--- src/dvip_pkg.sv ---
// constants shared by the digital video input port design
// assumes a 50 MHz system clock and a 32-bit register bus
package dvip_pkg;
	// register byte offsets
	localparam logic [7:0] DVIP_OFF_DVI = 8'h00;
	localparam logic [7:0] DVIP_OFF_TGC = 8'h04;
	localparam logic [7:0] DVIP_OFF_TGD = 8'h08;
	localparam logic [7:0] DVIP_OFF_DMA = 8'h0C;
	localparam logic [7:0] DVIP_OFF_TGE = 8'h10;
	localparam logic [7:0] DVIP_OFF_STA = 8'h14;
	// field positions
	localparam int DVIP_FMT_LSB = 0;
	localparam int DVIP_ALN_LSB = 4;
	localparam int DVIP_SOE_BIT = 6;
	localparam int DVIP_RW_BIT = 0;
	localparam int DVIP_AR_BIT = 1;
	localparam int DVIP_SEL_LSB = 10;
	localparam int DVIP_EN_BIT = 0;
	// reset values
	localparam logic [6:0] DVIP_DVI_RST = 7'h00;
	localparam logic [2:0] DVIP_SEL_RST = 3'h0;
	// codes
	localparam logic [2:0] DVIP_SEL_PORT = 3'h4;
	localparam logic [2:0] DVIP_FMT_EXT = 3'h0;
	localparam logic [2:0] DVIP_FMT_656 = 3'h1;
	localparam logic [2:0] DVIP_FMT_125 = 3'h2;
	localparam logic [1:0] DVIP_CK_PORT = 2'h0;
	localparam logic [1:0] DVIP_CK_PLL = 2'h1;
	localparam logic [1:0] DVIP_CK_XTAL = 2'h2;
	// line layout in bytes
	localparam logic [11:0] DVIP_LINE_525 = 12'd1716;
	localparam logic [11:0] DVIP_LINE_625 = 12'd1728;
	localparam logic [11:0] DVIP_BLANK_525 = 12'd276;
	localparam logic [11:0] DVIP_BLANK_625 = 12'd288;
	localparam logic [11:0] DVIP_HS_525 = 12'd32;
	localparam logic [11:0] DVIP_HS_625 = 12'd24;
	localparam logic [11:0] DVIP_ACT_656 = 12'd1440;
	localparam logic [11:0] DVIP_BLOCK_656 = 12'd1448;
	localparam logic [11:0] DVIP_ACT_125 = 12'd1280;
	localparam logic [11:0] DVIP_LINE_125 = 12'd1560;
	localparam logic [11:0] DVIP_REF_LEN = 12'd4;
	// port clock loss: longest legal port clock period
	localparam int DVIP_PORT_MAX_NS = 10000;
	localparam int DVIP_CLK_NS = 20;
	localparam int DVIP_LOSS_CYC = DVIP_PORT_MAX_NS / DVIP_CLK_NS;
	// timing program memory
	localparam int DVIP_TG_AW = 6;
	localparam int DVIP_TG_DW = 20;
	localparam logic [5:0] DVIP_TG_VSTART = 6'h20;
	typedef enum logic [1:0] {DVIP_SEQ_IDLE, DVIP_SEQ_FETCH, DVIP_SEQ_RUN} dvip_seq_t;
endpackage : dvip_pkg

--- src/dvip_tg_mem.sv ---
// timing program memory: one write port, registered read port
// assumes both ports run on the system clock
`timescale 1ns/1ps
`default_nettype none
module dvip_tg_mem import dvip_pkg::*; (
	// clock
	input wire logic clk,
	input wire logic ce,
	// write
	input wire logic we,
	input wire logic [DVIP_TG_AW-1:0] waddr,
	input wire logic [DVIP_TG_DW-1:0] wdata,
	// read
	input wire logic [DVIP_TG_AW-1:0] raddr,
	output logic [DVIP_TG_DW-1:0] rdata
);
	logic [DVIP_TG_DW-1:0] mem [0:(1<<DVIP_TG_AW)-1];

	always_ff @(posedge clk) begin
		if (ce && we) begin
			mem[waddr] <= wdata;
		end
		if (ce) begin
			rdata <= mem[raddr];
		end
	end
endmodule : dvip_tg_mem
`default_nettype wire

--- src/dvip_ref_detect.sv ---
// finds embedded start/end of active video codes in the byte stream
// and checks line and active lengths; assumes one strobe per byte
`timescale 1ns/1ps
`default_nettype none
module dvip_ref_detect import dvip_pkg::*; (
	// clock and reset
	input wire logic clk,
	input wire logic rst_n,
	input wire logic ce,
	// byte stream
	input wire logic stb,
	input wire logic [7:0] din,
	input wire logic [2:0] fmt,
	// results
	output logic eav,
	output logic sav,
	output logic vbit,
	output logic fbit,
	output logic len_ok
);
	logic [23:0] hist_reg;
	logic [11:0] line_reg;
	logic [11:0] act_reg;
	wire is_ref = stb && (hist_reg == 24'hFF0000);
	wire is_eav = is_ref && din[4];
	wire is_sav = is_ref && !din[4];
	wire is_125 = (fmt == DVIP_FMT_125);
	wire [11:0] line_len = line_reg - 12'd2;
	wire [11:0] act_len = act_reg - (DVIP_REF_LEN - 12'd1);
	// line between two end codes: 1716/1728 bytes, or 1560 in the 125 variant
	wire line_good = is_125 ? (line_len == DVIP_LINE_125) :
		(line_len == DVIP_LINE_525 || line_len == DVIP_LINE_625);
	// active run between the codes: 1440 bytes, 1280 in the 125 variant
	wire act_good = act_len == (is_125 ? DVIP_ACT_125 : DVIP_ACT_656);

	always_ff @(posedge clk or negedge rst_n) begin
		if (!rst_n) begin
			hist_reg <= 24'h000000;
			line_reg <= 12'h000;
			act_reg <= 12'h000;
			eav <= 1'b0;
			sav <= 1'b0;
			vbit <= 1'b0;
			fbit <= 1'b0;
			len_ok <= 1'b0;
		end else if (ce) begin
			eav <= is_eav;
			sav <= is_sav;
			if (stb) begin
				hist_reg <= {hist_reg[15:0], din};
				line_reg <= is_eav ? 12'd3 : line_reg + 12'd1;
				act_reg <= is_sav ? 12'h000 : act_reg + 12'd1;
			end
			if (is_eav) begin
				vbit <= din[5];
				fbit <= din[6];
				len_ok <= line_good && act_good;
			end
		end
	end
endmodule : dvip_ref_detect
`default_nettype wire

--- src/dvip_top.sv ---
// digital video input port: samples the port, re-times sync events through
// a programmable timing sequencer, drives timing pins and decoder timing
// assumes an AXI4-Lite master and a port clock slower than clk/4
//
// Implementation choices: the register offsets and the AXI4-Lite register port.
`timescale 1ns/1ps
`default_nettype none
module dvip_top import dvip_pkg::*; (
	// clock and reset
	input wire logic clk,
	input wire logic resetn,
	input wire logic ce,
	// AXI4-Lite slave
	input wire logic [7:0] s_axi_awaddr,
	input wire logic s_axi_awvalid,
	output logic s_axi_awready,
	input wire logic [31:0] s_axi_wdata,
	input wire logic [3:0] s_axi_wstrb,
	input wire logic s_axi_wvalid,
	output logic s_axi_wready,
	output logic [1:0] s_axi_bresp,
	output logic s_axi_bvalid,
	input wire logic s_axi_bready,
	input wire logic [7:0] s_axi_araddr,
	input wire logic s_axi_arvalid,
	output logic s_axi_arready,
	output logic [31:0] s_axi_rdata,
	output logic [1:0] s_axi_rresp,
	output logic s_axi_rvalid,
	input wire logic s_axi_rready,
	// general purpose port pins
	input wire logic port_clock,
	input wire logic [23:0] port_in,
	output logic [23:16] port_out,
	output logic [23:16] port_oe,
	// decoder side
	input wire logic pll_sleep,
	output logic [7:0] dec_data,
	output logic dec_valid,
	output logic [1:0] dec_phase,
	output logic [6:0] dec_timing,
	output logic [1:0] dec_clk_sel,
	output logic blue_screen
);
	logic [1:0] rst_sync;
	wire rst_n = rst_sync[1];
	always_ff @(posedge clk or negedge resetn) begin
		if (!resetn) rst_sync <= 2'b00;
		else rst_sync <= {rst_sync[0], 1'b1};
	end

	// control registers
	logic [6:0] digital_video_interface_reg;
	logic timing_gen_rw_mode;
	logic [2:0] port_dma_control_reg;
	logic timing_gen_enable_reg;
	logic [DVIP_TG_AW-1:0] wptr_reg;
	wire [2:0] video_signal_format = digital_video_interface_reg[DVIP_FMT_LSB +: 3];
	wire [1:0] sync_byte_alignment = digital_video_interface_reg[DVIP_ALN_LSB +: 2];
	wire sync_output_enable = digital_video_interface_reg[DVIP_SOE_BIT];

	// port sampling: two flops, then falling edge of the port clock
	logic [2:0] pclk_s;
	logic [23:0] pin_s1;
	logic [23:0] pin_s2;
	logic [8:0] loss_cnt;
	logic clk_lost;
	logic [1:0] sleep_s;
	wire fall = pclk_s[2] && !pclk_s[1];
	wire port_sel = (port_dma_control_reg == DVIP_SEL_PORT);
	wire video_on = timing_gen_enable_reg && !timing_gen_rw_mode && port_sel && !clk_lost;
	always_ff @(posedge clk or negedge rst_n) begin
		if (!rst_n) begin
			pclk_s <= 3'b000;
			pin_s1 <= 24'h000000;
			pin_s2 <= 24'h000000;
			loss_cnt <= 9'h000;
			clk_lost <= 1'b1;
			sleep_s <= 2'b00;
		end else if (ce) begin
			pclk_s <= {pclk_s[1:0], port_clock};
			sleep_s <= {sleep_s[0], pll_sleep};
			pin_s1 <= port_in;
			pin_s2 <= pin_s1;
			loss_cnt <= (pclk_s[2] != pclk_s[1]) ? 9'h000 : loss_cnt + {8'h00, !clk_lost};
			clk_lost <= (pclk_s[2] == pclk_s[1]) &&
				(loss_cnt >= 9'(DVIP_LOSS_CYC - 1));
		end
	end

	// bytes and sync inputs taken at the falling edge
	logic [7:0] byte_reg;
	logic stb_reg;
	logic hs_d;
	logic vs_d;
	always_ff @(posedge clk or negedge rst_n) begin
		if (!rst_n) begin
			byte_reg <= 8'h00;
			stb_reg <= 1'b0;
			hs_d <= 1'b0;
			vs_d <= 1'b0;
		end else if (ce) begin
			stb_reg <= fall;
			if (fall) begin
				byte_reg <= pin_s2[7:0];
				hs_d <= pin_s2[18];
				vs_d <= pin_s2[20];
			end
		end
	end
	wire hs_edge = fall && pin_s2[18] && !hs_d;
	wire vs_edge = fall && pin_s2[20] && !vs_d;

	logic eav;
	logic sav;
	logic vbit;
	logic fbit;
	logic len_ok;
	logic vbit_d;
	dvip_ref_detect u_ref (
		.clk(clk),
		.rst_n(rst_n),
		.ce(ce),
		.stb(stb_reg),
		.din(byte_reg),
		.fmt(video_signal_format),
		.eav(eav),
		.sav(sav),
		.vbit(vbit),
		.fbit(fbit),
		.len_ok(len_ok)
	);
	// embedded formats take line and field starts from the end code
	wire embedded = (video_signal_format == DVIP_FMT_656) ||
		(video_signal_format == DVIP_FMT_125);
	wire h_evt = video_on && (embedded ? eav : hs_edge);
	wire v_evt = video_on && (embedded ? (eav && vbit && !vbit_d) : vs_edge);

	// sequencer over the timing program
	dvip_seq_t state;
	logic [DVIP_TG_AW-1:0] rptr_reg;
	logic [11:0] dur_reg;
	logic [6:0] tim_reg;
	logic [DVIP_TG_DW-1:0] entry;
	logic [1:0] phase_reg;
	logic mem_we;
	wire last = entry[19];
	// memory is addressed with the pointer being loaded, so the fetch sees fresh data
	wire seq_adv = (state == DVIP_SEQ_RUN) && stb_reg && (dur_reg == 12'h000);
	wire [DVIP_TG_AW-1:0] rptr_next = !video_on ? rptr_reg : h_evt ? '0 :
		v_evt ? DVIP_TG_VSTART : seq_adv ? (last ? '0 : rptr_reg + 1'b1) : rptr_reg;
	dvip_tg_mem u_mem (
		.clk(clk),
		.ce(ce),
		.we(mem_we),
		.waddr(wptr_reg),
		.wdata(wdata_q[DVIP_TG_DW-1:0]),
		.raddr(rptr_next),
		.rdata(entry)
	);
	always_ff @(posedge clk or negedge rst_n) begin
		if (!rst_n) begin
			state <= DVIP_SEQ_IDLE;
			rptr_reg <= '0;
			dur_reg <= 12'h000;
			tim_reg <= 7'h00;
			vbit_d <= 1'b0;
		end else if (ce) begin
			if (eav) vbit_d <= vbit;
			if (!video_on) begin
				state <= DVIP_SEQ_IDLE;
				tim_reg <= 7'h00;
			end else if (h_evt || v_evt) begin
				rptr_reg <= h_evt ? '0 : DVIP_TG_VSTART;
				state <= DVIP_SEQ_FETCH;
			end else begin
				case (state)
				DVIP_SEQ_FETCH: begin
					dur_reg <= entry[18:7];
					tim_reg <= entry[6:0];
					state <= DVIP_SEQ_RUN;
				end
				DVIP_SEQ_RUN: begin
					if (stb_reg && dur_reg == 12'h000) begin
						rptr_reg <= last ? '0 : rptr_reg + 1'b1;
						state <= DVIP_SEQ_FETCH;
					end else if (stb_reg) begin
						dur_reg <= dur_reg - 12'd1;
					end
				end
				default: state <= DVIP_SEQ_IDLE;
				endcase
			end
		end
	end

	// pins and decoder outputs: port_out at the port falling edge, decoder bytes one cycle later, the rest every cycle
	logic pix_reg;
	logic line_start_reg;
	wire oe_on = port_sel && timing_gen_enable_reg;
	always_ff @(posedge clk or negedge rst_n) begin
		if (!rst_n) begin
			pix_reg <= 1'b0;
			line_start_reg <= 1'b0;
			dec_phase <= 2'b00;
			port_out <= 8'h00;
			port_oe <= 8'h00;
			dec_data <= 8'h00;
			dec_valid <= 1'b0;
			phase_reg <= 2'b00;
			dec_timing <= 7'h00;
			dec_clk_sel <= DVIP_CK_PLL;
			blue_screen <= 1'b1;
		end else if (ce) begin
			// decoder clock: port when selected and alive, else fallback
			dec_clk_sel <= (port_sel && !clk_lost) ? DVIP_CK_PORT :
				(sleep_s[1] ? DVIP_CK_XTAL : DVIP_CK_PLL);
			blue_screen <= !port_sel || clk_lost || !timing_gen_enable_reg;
			dec_valid <= stb_reg && video_on;
			dec_timing <= tim_reg;
			// end code is reported a cycle after its strobe: hold it for the next byte
			if (h_evt) line_start_reg <= 1'b1;
			else if (stb_reg) line_start_reg <= 1'b0;
			if (stb_reg) begin
				dec_data <= byte_reg;
				// byte phase Cb,Y0,Cr,Y1; Cb,Y,Cr co-sited
				phase_reg <= (line_start_reg ? sync_byte_alignment : phase_reg) + 2'd1;
				dec_phase <= line_start_reg ? sync_byte_alignment : phase_reg;
			end
			if (fall) begin
				pix_reg <= video_on ? !pix_reg : 1'b0;
				port_out <= {video_on && !pix_reg, tim_reg};
			end
			// bits 20 and 18 are inputs unless sync output is enabled
			port_oe <= {oe_on, oe_on, oe_on, oe_on && sync_output_enable, oe_on,
				oe_on && sync_output_enable, oe_on, oe_on};
		end
	end

	// AXI4-Lite slave
	logic [7:0] awaddr_q;
	logic [31:0] wdata_q;
	logic [3:0] wstrb_q;
	wire [31:0] wmask = {{8{wstrb_q[3]}}, {8{wstrb_q[2]}}, {8{wstrb_q[1]}}, {8{wstrb_q[0]}}};
	wire [31:0] wd = wdata_q & wmask;
	wire do_wr = !s_axi_awready && !s_axi_wready && !s_axi_bvalid;
	wire hit_dvi = awaddr_q == DVIP_OFF_DVI;
	wire hit_tgc = awaddr_q == DVIP_OFF_TGC;
	wire hit_tgd = awaddr_q == DVIP_OFF_TGD;
	wire hit_dma = awaddr_q == DVIP_OFF_DMA;
	wire hit_tge = awaddr_q == DVIP_OFF_TGE;
	wire wr_ok = hit_dvi || hit_tgc || hit_tgd || hit_dma || hit_tge;
	assign mem_we = do_wr && hit_tgd && timing_gen_rw_mode;
	logic [31:0] rd_mux;
	logic rd_ok;
	always_comb begin
		rd_ok = 1'b1;
		if (s_axi_araddr == DVIP_OFF_DVI) rd_mux = {25'h0, digital_video_interface_reg};
		else if (s_axi_araddr == DVIP_OFF_TGC) rd_mux = {18'h0, wptr_reg, 7'h0,
			timing_gen_rw_mode};
		else if (s_axi_araddr == DVIP_OFF_TGD) rd_mux = 32'h00000000;
		else if (s_axi_araddr == DVIP_OFF_DMA) rd_mux = {19'h0, port_dma_control_reg, 10'h0};
		else if (s_axi_araddr == DVIP_OFF_TGE) rd_mux = {31'h0, timing_gen_enable_reg};
		else if (s_axi_araddr == DVIP_OFF_STA) rd_mux = {26'h0, state == DVIP_SEQ_RUN,
			fbit, len_ok, clk_lost, dec_clk_sel};
		else begin
			rd_mux = 32'h00000000;
			rd_ok = 1'b0;
		end
	end
	always_ff @(posedge clk or negedge rst_n) begin
		if (!rst_n) begin
			s_axi_awready <= 1'b1;
			s_axi_wready <= 1'b1;
			s_axi_bvalid <= 1'b0;
			s_axi_bresp <= 2'b00;
			s_axi_arready <= 1'b1;
			s_axi_rvalid <= 1'b0;
			s_axi_rdata <= 32'h00000000;
			s_axi_rresp <= 2'b00;
			awaddr_q <= 8'h00;
			wdata_q <= 32'h00000000;
			wstrb_q <= 4'h0;
			digital_video_interface_reg <= DVIP_DVI_RST;
			timing_gen_rw_mode <= 1'b0;
			port_dma_control_reg <= DVIP_SEL_RST;
			timing_gen_enable_reg <= 1'b0;
			wptr_reg <= '0;
		end else if (ce) begin
			if (s_axi_awvalid && s_axi_awready) begin
				awaddr_q <= s_axi_awaddr;
				s_axi_awready <= 1'b0;
			end
			if (s_axi_wvalid && s_axi_wready) begin
				wdata_q <= s_axi_wdata;
				wstrb_q <= s_axi_wstrb;
				s_axi_wready <= 1'b0;
			end
			if (do_wr) begin
				s_axi_bvalid <= 1'b1;
				s_axi_bresp <= wr_ok ? 2'b00 : 2'b10;
				if (hit_dvi) digital_video_interface_reg <= (digital_video_interface_reg &
					~wmask[6:0]) | wd[6:0];
				if (hit_tgc && wstrb_q[0]) begin
					timing_gen_rw_mode <= wdata_q[DVIP_RW_BIT];
					if (wdata_q[DVIP_AR_BIT]) wptr_reg <= '0;
				end
				if (mem_we) wptr_reg <= wptr_reg + 1'b1;
				if (hit_dma && wstrb_q[1]) port_dma_control_reg <=
					wdata_q[DVIP_SEL_LSB +: 3];
				if (hit_tge && wstrb_q[0]) timing_gen_enable_reg <=
					wdata_q[DVIP_EN_BIT];
			end
			if (s_axi_bvalid && s_axi_bready) begin
				s_axi_bvalid <= 1'b0;
				s_axi_awready <= 1'b1;
				s_axi_wready <= 1'b1;
			end
			if (s_axi_arvalid && s_axi_arready) begin
				s_axi_arready <= 1'b0;
				s_axi_rvalid <= 1'b1;
				s_axi_rdata <= rd_mux;
				s_axi_rresp <= rd_ok ? 2'b00 : 2'b10;
			end else if (s_axi_rvalid && s_axi_rready) begin
				s_axi_rvalid <= 1'b0;
				s_axi_arready <= 1'b1;
			end
		end
	end

	// checks
	seq_off_a: assert property (@(posedge clk) disable iff (!rst_n)
		(ce && !video_on) |=> (state == DVIP_SEQ_IDLE && tim_reg == 7'h00))
		else $error("sequencer active while video mode off");
	h_restart_a: assert property (@(posedge clk) disable iff (!rst_n)
		(ce && h_evt) |=> (rptr_reg == '0 && state == DVIP_SEQ_FETCH))
		else $error("horizontal event did not restart program");
	v_restart_a: assert property (@(posedge clk) disable iff (!rst_n)
		(ce && v_evt && !h_evt) |=> rptr_reg == DVIP_TG_VSTART)
		else $error("vertical event did not restart program");
	addr_inc_a: assert property (@(posedge clk) disable iff (!rst_n)
		(ce && mem_we) |=> wptr_reg == $past(wptr_reg) + 1'b1)
		else $error("timing memory address did not advance");
	clk_port_a: assert property (@(posedge clk) disable iff (!rst_n)
		(ce && port_sel && !clk_lost) |=> dec_clk_sel == DVIP_CK_PORT)
		else $error("decoder not on port clock");
	clk_fallback_a: assert property (@(posedge clk) disable iff (!rst_n)
		(ce && clk_lost) |=> dec_clk_sel == ($past(sleep_s[1]) ? DVIP_CK_XTAL : DVIP_CK_PLL))
		else $error("wrong fallback clock");
	pin_change_a: assert property (@(posedge clk) disable iff (!rst_n)
		(ce && !fall) |=> $stable(port_out))
		else $error("timing pin changed away from port falling edge");
	enable_a: assert property (@(posedge clk) disable iff (!rst_n)
		(ce && do_wr && hit_tge && wstrb_q[0]) |=> timing_gen_enable_reg == $past(wdata_q[0]))
		else $error("enable bit not written");
	oe_in_a: assert property (@(posedge clk) disable iff (!rst_n)
		(ce && !sync_output_enable) |=> (!port_oe[20] && !port_oe[18]))
		else $error("sync input pins driven");
endmodule : dvip_top
`default_nettype wire

--- config.mk ---
export PLATFORM = sky130hd
export DESIGN_NAME = dvip_top
export DESIGN_NICKNAME = d
export VERILOG_FILES = /design/src/dvip_pkg.sv /design/src/dvip_tg_mem.sv /design/src/dvip_ref_detect.sv /design/src/dvip_top.sv
export SDC_FILE = /design/constraint.sdc
export NUM_CORES = 2
export LEC_CHECK = 0
export BUFFER_PORTS_ARGS = -buffer_cell sky130_fd_sc_hd__buf_2
export CAP_MARGIN = 25
export CORE_MARGIN = 2
export CORE_UTILIZATION = 60
export CTS_CLUSTER_SIZE = 20
export DETAILED_ROUTE_END_ITERATION = 7
export PLACE_DENSITY_LB_ADDON = 0.3
export SYNTH_ARGS = -nofsm -noshare
export SYNTH_HDL_FRONTEND = slang
export SYNTH_HIERARCHICAL = 1
export SYNTH_SLANG_ARGS = --single-unit
--- constraint.sdc ---
create_clock -name clk -period 8.6 [get_ports clk]
set_clock_uncertainty 0.15 [all_clocks]
set_input_delay 0.43 -clock clk [delete_from_list [all_inputs] [get_ports clk]]
set_output_delay 0.43 -clock clk [all_outputs]
set_load 0.05 [all_outputs]
==> summary.txt <==
STA
  • Final setup violation count: 0
  • Worst Max-Slew Pin Slew: around 1100 ps
  • Max-slew violations: 0
  • Setup TNS: 0 ps
  • F_max: 177.2 MHz
  • RSZ-0062 raised after global routing: no
  • Post-layout min period: 5643 ps
  • Period utilisation layout: about two thirds
  • Final setup margin: 2957 ps
  • Relative slew slack: 23.41%
  • Final Hold Fails: 0

Route
  • TritonRoute pass-1 iters: 6
  • Post-route ant nets: 0
  • Drt wl/cell: ~29 um
  • Remaining DRCs: 0
  • DRT iter0 DRCs: 4,257
  • Drt total wl: 142,900 um
  • Routed vias/inst: 6.618
  • Vias: 32,125

Worst setup path
  • Worst path top cell family by delay: simple AND/OR/NAND/NOR gates
  • Crit path max fanout: 58
  • Slowest CP cell: nor4_1
  • WP data required: between 8000 and 9000 ps
  • WP data arrival: 5940 ps
  • Crit path launch: dur_reg[4]
  • Reg2reg start: dur_reg[4]
  • Setup crit end kind: flop
  • CP peak stage delay: 780 ps
  • Worst setup SP type: flop
  • Crit path buf inv count: 1
  • Critical path, cell by cell: nor4_1, and4_1, and4_1, o21ai_0, nand2_4, buf_12, nor2b_1, a22oi_1, a31oi_1, a21oi_1, o31ai_1
  • CP dominant cell by count: and4_1
  • Crit path kind: flop to flop

Clock tree
  • Clock latency at the later pin of the worst-skew pair: 770 ps
  • CTS Buffer Depth: 3
  • CTS resizes: 0
  • Cts bufs inserted: around 150
  • Clk slew on worst S/H paths: 60 ps
  • # H-tree levels: 4
  • CTS tree: yes
  • Postcts setup bufs: 0
  • Sink Count: 1,530
  • Hold buffers post-CTS: 59
  • CTS Root Cell: clkbuf_16

Global routing
  • Largest net degree at the start of global routing: between 150 and 200
  • Grt total ovfl: 0
  • Vias in the first global route: approximately 33,000
  • First-pass GRT wire length: approximately 210,000 um
  • Antenna violations before repair: 5
  • All-Layer GR Usage: around 28%

Yosys
  • Mapped Cells: 3,164
  • Syn Std Cell Area: roughly 60,000 um^2
  • Synth warn: 6
  • Syn Area/Cell: about 19 um^2

Place
  • DP HPWL: 81,960 um
  • I/O Buffers: 114
  • GPL Wtd Cong: 0.8454
  • Placement Setup Slack: 3104 ps

Power and ir drop
  • Leak Pwr: 22.81 nW
  • VDD IR max: 0.2898 mV
  • PwrDens: about 260 nW/um^2

Floorplan
  • IO Count: 164
  • X dimension of the die: 321.5 um
  • Die ar.: 103,400 um^2
  • Core area: 100,000 um^2
  • Die H: 321.5 um
  • Rows: 116
  • Initial cell density of the core: 60.48%

Worst hold path
  • Class of the worst hold path: input pin to flop
  • Hold_sp: s_axi_araddr[6]

Flow run
  • Maxcap violations: 0

Final layout
  • Max reg flops: approximately 1,300
  • Final core utilization: 68.20%
  • Area grow syn2layout: 12.78%
  • Fillcell total: 5,999
  • Layout cells sized above 1: 27.34%
  • Nets: 3,535
  • Commonest non-fill, non-tap cell in the layout: edfxtp_1
  • Commonest non-fill, non-tap cells in the layout: 1,300 x edfxtp_1, 315 x mux4_2, 203 x dfrtp_1

Run status
  • Status: finished clean
## where the power goes
| group | switching [mW] | internal, mW |
|---|---|---|
| logic | 1.36 | 0.368 |
| registers | 0.351 | 9.24 |
| clock network | 2.70 | 3.52 |
| total | 4.42 | 13.1 |
## layer usage
metal,up-vias,wire length (um),track usage (%)
met5,-,0,0
met4,0,6064,12.08
met3,364,14160,5.873
met2,1857,71040,46.19
met1,16593,51670,36.77
li1,13311,-,-
## worst paths after layout
kind	endpoint	slack, ps	cells after the start
max	u_mem/rdata[19]	2960	11
min	s_axi_rdata[6]	50	6
max reg2reg	u_mem/rdata[19]	2960	11
min reg2reg	awaddr_q[6]	180	0
max in group asynchronous	u_ref/act_reg[3]	6630	1
min in group asynchronous	awaddr_q[6]	180	0
## worst reg2reg max path: stages (launching register included)
cell and delay [ps]:
dfrtp_1 450, nor4_1 780, and4_1 410, and4_1 310
o21ai_0 190, nand2_4 750, buf_12 400, nor2b_1 520
a22oi_1 200, a31oi_1 400, a21oi_1 100, o31ai_1 680
## cell type report
cell class,count,area (um^2),share of cell area [%]
Clock buffer,187,3901,5.720
Antenna cell,1,2.502,0.003669
Sequential cell,1530,44830,65.73
Clock inverter,80,699.4,1.025
Timing Repair Buffer,292,2281,3.344
Inverter,27,101.3,0.1486
Multi-Input combinational cell,1439,14770,21.65
Tap cell,1298,1624,2.381
## metrics by stage
stage | power, mW | hold slack [ps] | cells | cell area (um^2)
3_5_place_dp | 11.43 | 71.50 | 4521 | 62920
4_1_cts | 17.60 | 83.86 | 4847 | 68110
3_3_place_gp | 11.26 | 68.67 | 4513 | 62770
2_1_floorplan | 10.55 | -15.59 | 3184 | 60550
6_report | 17.55 | 52.86 | 4854 | 68210
5_1_grt | 18.07 | 86.52 | 4853 | 68200
Note: power is estimated with default switching activity, not from simulation.
